### src/abx_pkg.sv
// shared types and constants for the alu and branch execute block
package abx_pkg;
    localparam int DW = 8;
    localparam int AW = 16;
    localparam logic [7:0] ALL_ONES = 8'hFF;
    localparam logic [7:0] ZERO8 = 8'h00;
    localparam logic [15:0] ZERO16 = 16'h0000;
    localparam logic [15:0] ONE16 = 16'h0001;
    localparam logic [15:0] SKIP1 = 16'h0002;
    localparam logic [15:0] SKIP2 = 16'h0003;
    localparam logic [2:0] CYC_WORD = 3'h2;
    localparam logic [2:0] CYC_JUMP = 3'h2;
    localparam logic [2:0] CYC_CALL = 3'h4;
    localparam logic [2:0] CYC_RET = 3'h5;
    localparam logic [2:0] CYC_SKIP1 = 3'h2;
    localparam logic [2:0] CYC_SKIP2 = 3'h3;
    localparam logic [2:0] CYC_ONE = 3'h1;
    // flag bit positions inside the flag word
    localparam int F_C = 0;
    localparam int F_Z = 1;
    localparam int F_N = 2;
    localparam int F_V = 3;
    localparam int F_S = 4;
    localparam int F_H = 5;
    localparam int F_I = 7;

    typedef enum logic [4:0] {
        OP_NOP, OP_ADD, OP_ADD_CARRY, OP_WORD_ADD_IMMEDIATE, OP_SUB,
        OP_SUBTRACT_CONSTANT, OP_SUBTRACT_WITH_BORROW, OP_SUBTRACT_CONSTANT_WITH_BORROW,
        OP_WORD_SUBTRACT_IMMEDIATE, OP_AND, OP_AND_WITH_CONSTANT, OP_OR,
        OP_OR_WITH_CONSTANT, OP_EXCLUSIVE_OR_REGS, OP_SET_MASK_BITS,
        OP_CLEAR_MASK_BITS, OP_TEST_ZERO_MINUS, OP_POINTER_JUMP, OP_POINTER_CALL,
        OP_RELATIVE_JUMP, OP_RELATIVE_CALL, OP_RETURN, OP_INTERRUPT_RETURN,
        OP_COMPARE_SKIP_EQUAL, OP_COMPARE, OP_COMPARE_WITH_CARRY, OP_COMPARE_IMMEDIATE
    } abx_op_e;

    typedef struct packed {
        abx_op_e op;
        logic [7:0] rd;
        logic [7:0] rr;
        logic [7:0] rd_hi;
        logic [7:0] imm;
        logic [11:0] offset;
        logic [15:0] pointer;
        logic [15:0] stack_pc;
        logic next_two_words;
    } abx_req_s;

    typedef struct packed {
        logic wr;
        logic wr_word;
        logic [7:0] lo;
        logic [7:0] hi;
    } abx_wb_s;
endpackage : abx_pkg

### src/abx_execute.sv
// alu and branch execute datapath for an 8-bit core
`timescale 1ns/10ps
module abx_execute
    import abx_pkg::*;
(
    input wire logic CLK_SYS_I,
    input wire logic ARST_N_I,
    input wire logic CE_I,
    input wire logic REQ_VALID_I,
    input wire abx_req_s REQ_I,
    output logic BUSY_O,
    output logic DONE_O,
    output abx_wb_s WB_O,
    output logic [7:0] FLAGS_O,
    output logic PC_LOAD_O,
    output logic [15:0] PC_O,
    output logic PUSH_O,
    output logic [15:0] RET_ADDR_O
);
    typedef enum logic [0:0] {ST_IDLE, ST_WAIT} abx_state_e;

    abx_state_e state_r;
    logic [2:0] cnt_r;
    logic [15:0] pc_r;
    logic [7:0] flags_r;
    logic [7:0] flags_nxt;
    abx_wb_s wb_nxt;
    logic [15:0] pc_nxt;
    logic pc_load_nxt;
    logic push_nxt;
    logic [2:0] cyc_nxt;

    // byte subtract with borrow-in; flags per 8-bit arithmetic
    function automatic logic [8:0] sub8(input logic [7:0] a, input logic [7:0] b,
                                        input logic cin);
        sub8 = {1'b0, a} - {1'b0, b} - {8'h00, cin};
    endfunction : sub8

    function automatic logic [7:0] arith_flags(input logic [7:0] f, input logic [7:0] a,
            input logic [7:0] b, input logic [7:0] r, input logic c, input logic h,
            input logic is_sub);
        logic [7:0] o;
        o = f;
        o[F_Z] = (r == ZERO8);
        o[F_N] = r[7];
        o[F_C] = c;
        o[F_H] = h;
        o[F_V] = is_sub ? (a[7] & ~b[7] & ~r[7]) | (~a[7] & b[7] & r[7])
                        : (a[7] & b[7] & ~r[7]) | (~a[7] & ~b[7] & r[7]);
        o[F_S] = o[F_N] ^ o[F_V];
        arith_flags = o;
    endfunction : arith_flags

    function automatic logic [7:0] logic_flags(input logic [7:0] f, input logic [7:0] r);
        logic [7:0] o;
        o = f;
        o[F_Z] = (r == ZERO8);
        o[F_N] = r[7];
        o[F_V] = 1'b0;
        o[F_S] = r[7];
        logic_flags = o;
    endfunction : logic_flags

    always_comb begin
        logic [8:0] s;
        logic [16:0] w;
        logic [7:0] b;
        logic [7:0] r;
        logic [15:0] word;
        logic cin;
        logic sub;
        s = 9'h000;
        w = 17'h0_0000;
        b = REQ_I.rr;
        r = ZERO8;
        cin = 1'b0;
        sub = 1'b0;
        word = {REQ_I.rd_hi, REQ_I.rd};
        flags_nxt = flags_r;
        wb_nxt = '0;
        pc_nxt = pc_r;
        pc_load_nxt = 1'b0;
        push_nxt = 1'b0;
        cyc_nxt = CYC_ONE;
        case (REQ_I.op)
            OP_ADD, OP_ADD_CARRY: begin
                cin = (REQ_I.op == OP_ADD_CARRY) & flags_r[F_C];
                s = {1'b0, REQ_I.rd} + {1'b0, REQ_I.rr} + {8'h00, cin};
                r = s[7:0];
                flags_nxt = arith_flags(flags_r, REQ_I.rd, REQ_I.rr, r, s[8],
                    (REQ_I.rd[3] & b[3]) | (b[3] & ~r[3]) | (~r[3] & REQ_I.rd[3]), 1'b0);
                wb_nxt = '{wr: 1'b1, wr_word: 1'b0, lo: r, hi: ZERO8};
            end
            OP_SUB, OP_SUBTRACT_CONSTANT, OP_SUBTRACT_WITH_BORROW,
            OP_SUBTRACT_CONSTANT_WITH_BORROW, OP_COMPARE, OP_COMPARE_WITH_CARRY,
            OP_COMPARE_IMMEDIATE: begin
                sub = 1'b1;
                b = (REQ_I.op == OP_SUBTRACT_CONSTANT ||
                     REQ_I.op == OP_SUBTRACT_CONSTANT_WITH_BORROW ||
                     REQ_I.op == OP_COMPARE_IMMEDIATE) ? REQ_I.imm : REQ_I.rr;
                cin = (REQ_I.op == OP_SUBTRACT_WITH_BORROW ||
                       REQ_I.op == OP_SUBTRACT_CONSTANT_WITH_BORROW ||
                       REQ_I.op == OP_COMPARE_WITH_CARRY) & flags_r[F_C];
                s = sub8(REQ_I.rd, b, cin);
                r = s[7:0];
                flags_nxt = arith_flags(flags_r, REQ_I.rd, b, r, s[8],
                    (~REQ_I.rd[3] & b[3]) | (b[3] & r[3]) | (r[3] & ~REQ_I.rd[3]), sub);
                // zero stays sticky only when a borrow comes in from the carry flag; with no borrow it reflects this byte alone
                if (cin) begin
                    flags_nxt[F_Z] = (r == ZERO8) & flags_r[F_Z];
                end
                // compares leave the register file alone
                wb_nxt.wr = !(REQ_I.op == OP_COMPARE || REQ_I.op == OP_COMPARE_WITH_CARRY ||
                              REQ_I.op == OP_COMPARE_IMMEDIATE);
                wb_nxt.lo = r;
            end
            OP_WORD_ADD_IMMEDIATE, OP_WORD_SUBTRACT_IMMEDIATE: begin
                sub = (REQ_I.op == OP_WORD_SUBTRACT_IMMEDIATE);
                w = sub ? {1'b0, word} - {9'h000, REQ_I.imm}
                        : {1'b0, word} + {9'h000, REQ_I.imm};
                flags_nxt[F_Z] = (w[15:0] == ZERO16);
                flags_nxt[F_N] = w[15];
                flags_nxt[F_C] = w[16];
                flags_nxt[F_V] = sub ? (word[15] & ~w[15]) : (~word[15] & w[15]);
                flags_nxt[F_S] = w[15] ^ flags_nxt[F_V];
                wb_nxt = '{wr: 1'b1, wr_word: 1'b1, lo: w[7:0], hi: w[15:8]};
                cyc_nxt = CYC_WORD;
            end
            OP_AND, OP_AND_WITH_CONSTANT, OP_TEST_ZERO_MINUS: begin
                b = (REQ_I.op == OP_AND) ? REQ_I.rr :
                    (REQ_I.op == OP_TEST_ZERO_MINUS) ? REQ_I.rd : REQ_I.imm;
                r = REQ_I.rd & b;
                flags_nxt = logic_flags(flags_r, r);
                wb_nxt.wr = (REQ_I.op != OP_TEST_ZERO_MINUS);
                wb_nxt.lo = r;
            end
            OP_OR, OP_OR_WITH_CONSTANT, OP_SET_MASK_BITS, OP_EXCLUSIVE_OR_REGS: begin
                r = (REQ_I.op == OP_EXCLUSIVE_OR_REGS) ? REQ_I.rd ^ REQ_I.rr :
                    (REQ_I.op == OP_OR) ? REQ_I.rd | REQ_I.rr : REQ_I.rd | REQ_I.imm;
                flags_nxt = logic_flags(flags_r, r);
                wb_nxt = '{wr: 1'b1, wr_word: 1'b0, lo: r, hi: ZERO8};
            end
            OP_CLEAR_MASK_BITS: begin
                r = REQ_I.rd & (ALL_ONES - REQ_I.imm);
                flags_nxt = logic_flags(flags_r, r);
                wb_nxt = '{wr: 1'b1, wr_word: 1'b0, lo: r, hi: ZERO8};
            end
            OP_POINTER_JUMP, OP_POINTER_CALL: begin
                pc_nxt = REQ_I.pointer;
                pc_load_nxt = 1'b1;
                push_nxt = (REQ_I.op == OP_POINTER_CALL);
                cyc_nxt = push_nxt ? CYC_CALL : CYC_JUMP;
            end
            OP_RELATIVE_JUMP, OP_RELATIVE_CALL: begin
                pc_nxt = pc_r + {{4{REQ_I.offset[11]}}, REQ_I.offset} + ONE16;
                pc_load_nxt = 1'b1;
                push_nxt = (REQ_I.op == OP_RELATIVE_CALL);
                cyc_nxt = push_nxt ? CYC_CALL : CYC_JUMP;
            end
            OP_RETURN, OP_INTERRUPT_RETURN: begin
                pc_nxt = REQ_I.stack_pc;
                pc_load_nxt = 1'b1;
                cyc_nxt = CYC_RET;
                if (REQ_I.op == OP_INTERRUPT_RETURN) begin
                    flags_nxt[F_I] = 1'b1;
                end
            end
            OP_COMPARE_SKIP_EQUAL: begin
                pc_load_nxt = 1'b1;
                if (REQ_I.rd == REQ_I.rr) begin
                    pc_nxt = pc_r + (REQ_I.next_two_words ? SKIP2 : SKIP1);
                    cyc_nxt = REQ_I.next_two_words ? CYC_SKIP2 : CYC_SKIP1;
                end else begin
                    pc_nxt = pc_r + ONE16;
                end
            end
            default: begin
                pc_load_nxt = 1'b0;
            end
        endcase
    end

    // a new request is only taken in idle; multi-cycle ops hold busy
    always_ff @(posedge CLK_SYS_I or negedge ARST_N_I) begin
        if (!ARST_N_I) begin
            state_r <= ST_IDLE;
            cnt_r <= 3'h0;
            BUSY_O <= 1'b0;
            DONE_O <= 1'b0;
        end else if (CE_I) begin
            DONE_O <= 1'b0;
            case (state_r)
                ST_IDLE: begin
                    if (REQ_VALID_I) begin
                        if (cyc_nxt == CYC_ONE) begin
                            DONE_O <= 1'b1;
                        end else begin
                            state_r <= ST_WAIT;
                            cnt_r <= cyc_nxt - CYC_ONE;
                            BUSY_O <= 1'b1;
                        end
                    end
                end
                ST_WAIT: begin
                    cnt_r <= cnt_r - 3'h1;
                    if (cnt_r == CYC_ONE) begin
                        state_r <= ST_IDLE;
                        BUSY_O <= 1'b0;
                        DONE_O <= 1'b1;
                    end
                end
                default: state_r <= ST_IDLE;
            endcase
        end
    end

    // results and pc update land in the request cycle; done marks the op's last cycle
    always_ff @(posedge CLK_SYS_I or negedge ARST_N_I) begin
        if (!ARST_N_I) begin
            WB_O <= '0;
            flags_r <= ZERO8;
            pc_r <= ZERO16;
            PC_LOAD_O <= 1'b0;
            PUSH_O <= 1'b0;
            RET_ADDR_O <= ZERO16;
        end else if (CE_I) begin
            WB_O <= '0;
            PC_LOAD_O <= 1'b0;
            PUSH_O <= 1'b0;
            if (state_r == ST_IDLE && REQ_VALID_I) begin
                WB_O <= wb_nxt;
                flags_r <= flags_nxt;
                PC_LOAD_O <= pc_load_nxt;
                PUSH_O <= push_nxt;
                RET_ADDR_O <= pc_r + ONE16;
                pc_r <= pc_load_nxt ? pc_nxt : pc_r + ONE16;
            end
        end
    end

    assign FLAGS_O = flags_r;
    assign PC_O = pc_r;
endmodule : abx_execute

### config.mk
export PLATFORM = sky130hd
export DESIGN_NAME = abx_execute
export DESIGN_NICKNAME = d
export VERILOG_FILES = /design/src/abx_pkg.sv /design/src/abx_execute.sv
export SDC_FILE = /design/constraint.sdc
export NUM_CORES = 1
export LEC_CHECK = 0
export ABC_AREA = 1
export BUFFER_PORTS_ARGS = -buffer_cell sky130_fd_sc_hd__buf_4
export CAP_MARGIN = 25
export CORE_ASPECT_RATIO = 1.25
export CORE_MARGIN = 2
export CORE_UTILIZATION = 58
export DETAILED_ROUTE_END_ITERATION = 8
export PLACE_DENSITY = 0.86
export SYNTH_ARGS = -nofsm -noshare
export SYNTH_HDL_FRONTEND = slang
export SYNTH_SLANG_ARGS = --single-unit
### constraint.sdc
create_clock -name CLK_SYS_I -period 3 [get_ports CLK_SYS_I]
set_input_delay 0.3 -clock CLK_SYS_I [delete_from_list [all_inputs] [get_ports CLK_SYS_I]]
set_output_delay 0.3 -clock CLK_SYS_I [all_outputs]
set_load 0.005 [all_outputs]
==> summary.md <==
Traced cell by cell, the critical path runs through inv_2 -> nor4_2 -> buf_4 -> fa_1 -> nand4_1 -> nand3_2 -> nand2_1 -> nand2_2 -> a21oi_2 -> fa_2 -> nand4_1 -> nor2_1 -> nand2_1 -> nor2_1 -> nand3_1 -> nand2_1 -> inv_1 -> nand3_1 -> nand2_1 -> inv_1. The clock net in this run drives a total of 65 sinks. The overall die height is 137 um. The worst setup path endpoint is FLAGS_O[1].

The run gives 964 as the initial detailed-routing violation count. Number of nets in the layout: 1705. The type of the setup path with the least slack was flop to flop. Cells fill 76.2% of the core in the end. The later pin in the worst-skew pair is clocked with a latency of 0.34 ns. The mapped netlist covers 8220 um2.

The launch point of the critical path is FLAGS_O[0]. Compared with the post-synthesis result, the final layout area differs by 27.9%. The tools report the count of synthesis-stage warnings from yosys as 0. In the routed layout, each cell is associated on average with a via count of 5.89. The die is 111 um wide. Slew at the pin closest to its max-slew limit: 0.865 ns.

After clock tree synthesis, the clock-pin slew on the worst setup and hold paths is 0.06 ns. A synthesized cell averages 6.23 um2. For the number of levels the H-tree was split into, the log shows 3. The flow ran to the end, and the final reports show no timing, DRC or antenna violations.

Data arrives at the worst endpoint at 3.14 ns. The number of cells on the worst reg-to-reg path is 20. Synthesized-area fraction occupied by and/or/nand/nor cells: 37.0%.

The run gives 13800 um2 as the floorplan core area. The global-route layer with the greatest usage is met2. Global routing used 42.9% of the available met1 tracks. After floorplanning, the core was divided into 48 placement rows. Total wire length: 32000 um. The most used flip-flop cell after synthesis is sky130_fd_sc_hd__dfrtp_1.

The total die area is 15200 um2, and the met2 usage in global routing is 76.3%. The multiplexer share of the synthesized area was 0%; the final max-slew violation count was 0. By area the synthesized netlist is led by sky130_fd_sc_hd__dfrtp_1 20%, sky130_fd_sc_hd__nand2_1 17%, sky130_fd_sc_hd__ha_1 10%. In the final routed layout, each cell accounts on average for 18.6 um. The logs give 0 for the count of final hold-check violations and 41.0% for the aggregate global-route resource usage. The number of antenna diodes in the final layout is 0. Synthesis produced 1320 cells. Summed over all cells, the static leakage comes to 5.74 nW.

The type of the tightest min-delay check is input pin to asynchronous set/reset pin. Summed over all layers, the global routing overflow is 0. Routability-driven placement finished with a final weighted congestion of 1.06.

Buffer cell driving the clock tree root: sky130_fd_sc_hd__clkbuf_16. Counting distinct cell types in the post-synthesis netlist gives 58. The synthesized netlist devotes 12.0% of its cell area to adder and majority cells. Once detail routing completed, the nets flagged for antenna violations numbered 0.

The worst-case IR drop observed on VDD is 0.000525 V. After synthesis the netlist holds a flip-flop and latch count of 65. Power spread over the standard cell area amounts to 569 nW/um2. The tools report the buffer depth of the longest clock path as 2.

STA classifies the critical path endpoint as a flop. Entering global routing, the biggest net connects 66 pins. For the final database, setup skew stands at 0.00929 ns. The largest family of logic cells by synthesized area was simple AND/OR/NAND/NOR gates. The worst register-to-register path has a setup slack of 0.1 ns. Counting flops with an async set or reset pin after synthesis yields a share of 100%.

The tools report the endpoint of the worst-slack reg-to-reg timing path as FLAGS_O[1]. Summing the areas of all compound-gate instances in the mapped netlist gives 16.3% of the synthesized area. The delay of the slowest cell on the worst path works out to 0.49 ns. The wire-length estimate of the detail-placed layout is 25500 um. The tools report the net count of the mapped netlist as 1480. The total of buffers placed on input and output ports was 146. The number of enable-type register cells in the synthesized netlist was 0; the post-layout minimum cycle time was 2.90 ns. The run gives 10500 um2 as the post-layout instance area. Setup violations remaining at the end of the flow were counted as 0. Number of antenna violations at the first check in global routing: 0. Detailed routing inserted a total of 10200 vias. Among the stages of the critical path, the cell type that occurs most often is sky130_fd_sc_hd__nand2_1. Summed over its instances, the top area cell type makes up 19.8% of the synthesized netlist area. The tools report the global-route wire length before repair as 48700 um.

The tool flagged a number of max-cap violations equal to 0. The top-level I/O count was 148. After detailed routing, the number of remaining DRC violations is 0.

For the worst setup path, the data required time is 3.24 ns. Among all stages on the critical path, the largest delay is contributed by sky130_fd_sc_hd__fa_2. Based on the critical path, the design can be clocked at up to 344 MHz. In the finished design, the share of the clock period the worst path needs comes to 96.8%. Fraction of layout instances using a drive strength above 1: 21.2%. Before antenna repair, the detailed router went through 6 iterations.

Sequential cells were found to cover 19.8% of the synthesized design area. Global routing used 3.90% of the available met3 tracks. The initial core utilization was 59.5%; the highest fanout seen on the critical path was 2. The worst register-to-register path begins at FLAGS_O[0]. Headroom to the max-slew limit came out at 42.3%. The dominant cell type by area after synthesis is sky130_fd_sc_hd__dfrtp_1. The number of global-route vias before repair was 9637; the synthesized-area fraction occupied by xor and xnor cells was 4.26%.

TritonCTS built the clock tree. The total placed instance area is 10100 um2, and the total clock buffers created by CTS is 9. The tools report the type of origin of the critical path as a flop.
## worst min-delay path by stage
stage	to	slack, ns	cells past startpoint
4_1_cts	PC_O[7]	0.11	1
6_report	PC_O[7]	0.05	1
3_3_place_gp	PC_O[14]	0.45	1
5_1_grt	PC_O[13]	0.13	1
2_1_floorplan	BUSY_O	0.004	0
3_5_place_dp	PC_O[7]	0.46	1
## kinds of logic after synthesis
family          Yosys count
simple gates            697
compound gates          226
buf+inv                 217
fa+ha+maj                74
flops                    65
xor+xnor                 40
other cells               1
## metrics by stage
stage	hold slack (ns)	TNS, ns	total power, mW	setup slack (ns)	cells
CTS	0.111	0	5.86	0.0462	1723
finish	0.0483	0	5.98	0.0971	1725
detailed placement	0.457	-1.31	4.67	-0.279	1707
floorplan	0.00441	0	3.24	0.00236	1320
global placement	0.451	-1.19	4.60	-0.278	1707
global route	0.134	-0.150	6.33	-0.0380	1725
## final cells by class
class,count,area (um2)
Tap cell,175,219
Clock inverter,6,91.3
Clock buffer,10,239
Inverter,192,723
Timing Repair Buffer,239,1810
Fill cell,1191,3290
Multi-Input combinational cell,1038,5810
Sequential cell,65,1630
## cells in the mapped netlist, types with 3 or more instances
cell	n
sky130_fd_sc_hd__inv_1	179
sky130_fd_sc_hd__nand3_2	3
sky130_fd_sc_hd__xnor2_1	4
sky130_fd_sc_hd__dfrtp_1	65
sky130_fd_sc_hd__inv_2	12
sky130_fd_sc_hd__a221oi_1	4
sky130_fd_sc_hd__nor2_1	124
sky130_fd_sc_hd__o22ai_1	17
sky130_fd_sc_hd__nand4_1	15
sky130_fd_sc_hd__nor2_2	8
sky130_fd_sc_hd__nand3b_1	9
sky130_fd_sc_hd__nand3_1	106
sky130_fd_sc_hd__nand2_2	9
sky130_fd_sc_hd__o31ai_1	4
sky130_fd_sc_hd__nor4_1	3
sky130_fd_sc_hd__a22oi_1	3
sky130_fd_sc_hd__nor3_1	20
sky130_fd_sc_hd__o211ai_1	15
sky130_fd_sc_hd__clkbuf_1	12
sky130_fd_sc_hd__buf_4	6
sky130_fd_sc_hd__fa_1	8
sky130_fd_sc_hd__o2111ai_1	3
sky130_fd_sc_hd__xor2_1	36
sky130_fd_sc_hd__o21ai_1	10
sky130_fd_sc_hd__buf_2	4
sky130_fd_sc_hd__o21bai_1	4
sky130_fd_sc_hd__a21oi_1	61
sky130_fd_sc_hd__nand2_1	377
sky130_fd_sc_hd__o21ai_0	78
sky130_fd_sc_hd__a22o_1	4
sky130_fd_sc_hd__ha_1	66
sky130_fd_sc_hd__or2_2	8
sky130_fd_sc_hd__nor2_4	7
sky130_fd_sc_hd__o41ai_1	4
## metal layers
layer	routed length [um]	vias up
met1	10900	4583
met3	2280	189
met4	2870	0
met5	0	-
met2	15900	600
li1	-	4782
## critical path, delay by kind of cell (launching register included)
family	cells	cell delay, ns
buffers and inverters	4	0.31
adders and majority gates	2	0.88
AOI/OAI and AO/OA	1	0.21
and+or+nand+nor	13	1.00
DFF	1	0.39
## placed cells by master (no fill, tap or decap), types with 3 or more instances in the layout
cell,instances
sky130_fd_sc_hd__nor2_2,9
sky130_fd_sc_hd__buf_4,238
sky130_fd_sc_hd__nand3_1,104
sky130_fd_sc_hd__o21ai_1,12
sky130_fd_sc_hd__inv_2,13
sky130_fd_sc_hd__clkbuf_16,9
sky130_fd_sc_hd__o21bai_1,4
sky130_fd_sc_hd__nor2_4,8
sky130_fd_sc_hd__xor2_1,35
sky130_fd_sc_hd__a22o_1,4
sky130_fd_sc_hd__o21ai_0,76
sky130_fd_sc_hd__dfrtp_1,65
sky130_fd_sc_hd__or2_2,8
sky130_fd_sc_hd__a21oi_1,57
sky130_fd_sc_hd__a21oi_2,4
sky130_fd_sc_hd__ha_1,66
sky130_fd_sc_hd__a221oi_1,4
sky130_fd_sc_hd__nor3_1,20
sky130_fd_sc_hd__nor2_1,122
sky130_fd_sc_hd__o2111ai_1,3
sky130_fd_sc_hd__nand3b_1,9
sky130_fd_sc_hd__o211ai_1,15
sky130_fd_sc_hd__o31ai_1,3
sky130_fd_sc_hd__a22oi_1,3
sky130_fd_sc_hd__nand2_1,375
sky130_fd_sc_hd__inv_1,178
sky130_fd_sc_hd__nand4_1,15
sky130_fd_sc_hd__nand2_2,11
sky130_fd_sc_hd__fa_1,7
sky130_fd_sc_hd__clkinv_4,3
sky130_fd_sc_hd__o41ai_2,3
sky130_fd_sc_hd__o22ai_1,17
sky130_fd_sc_hd__nand3_2,5
sky130_fd_sc_hd__xnor2_1,4
## registers in the layout, summed over array words and instances, names as in the netlist, 3 cells and up
register,cells
PC_O,16
RET_ADDR_O,16
FLAGS_O,7
cnt_r,3
WB_O,18
## where the power goes
part           internal, mW  total (mW)  switching, mW  leakage [nW]
Combinational          1.36        3.29           1.92          4.73
Sequential             1.16        1.53          0.371         0.848
Clock                 0.753        1.17          0.416         0.163
## timing repair
action / in CTS / in global routing
setup buffers: 0 / 2
gates resized for setup: 0 / 21
endpoints found under the setup margin: 0 / 8
hold buffers: 0 / 0
Power figures use the tool's default switching activity.
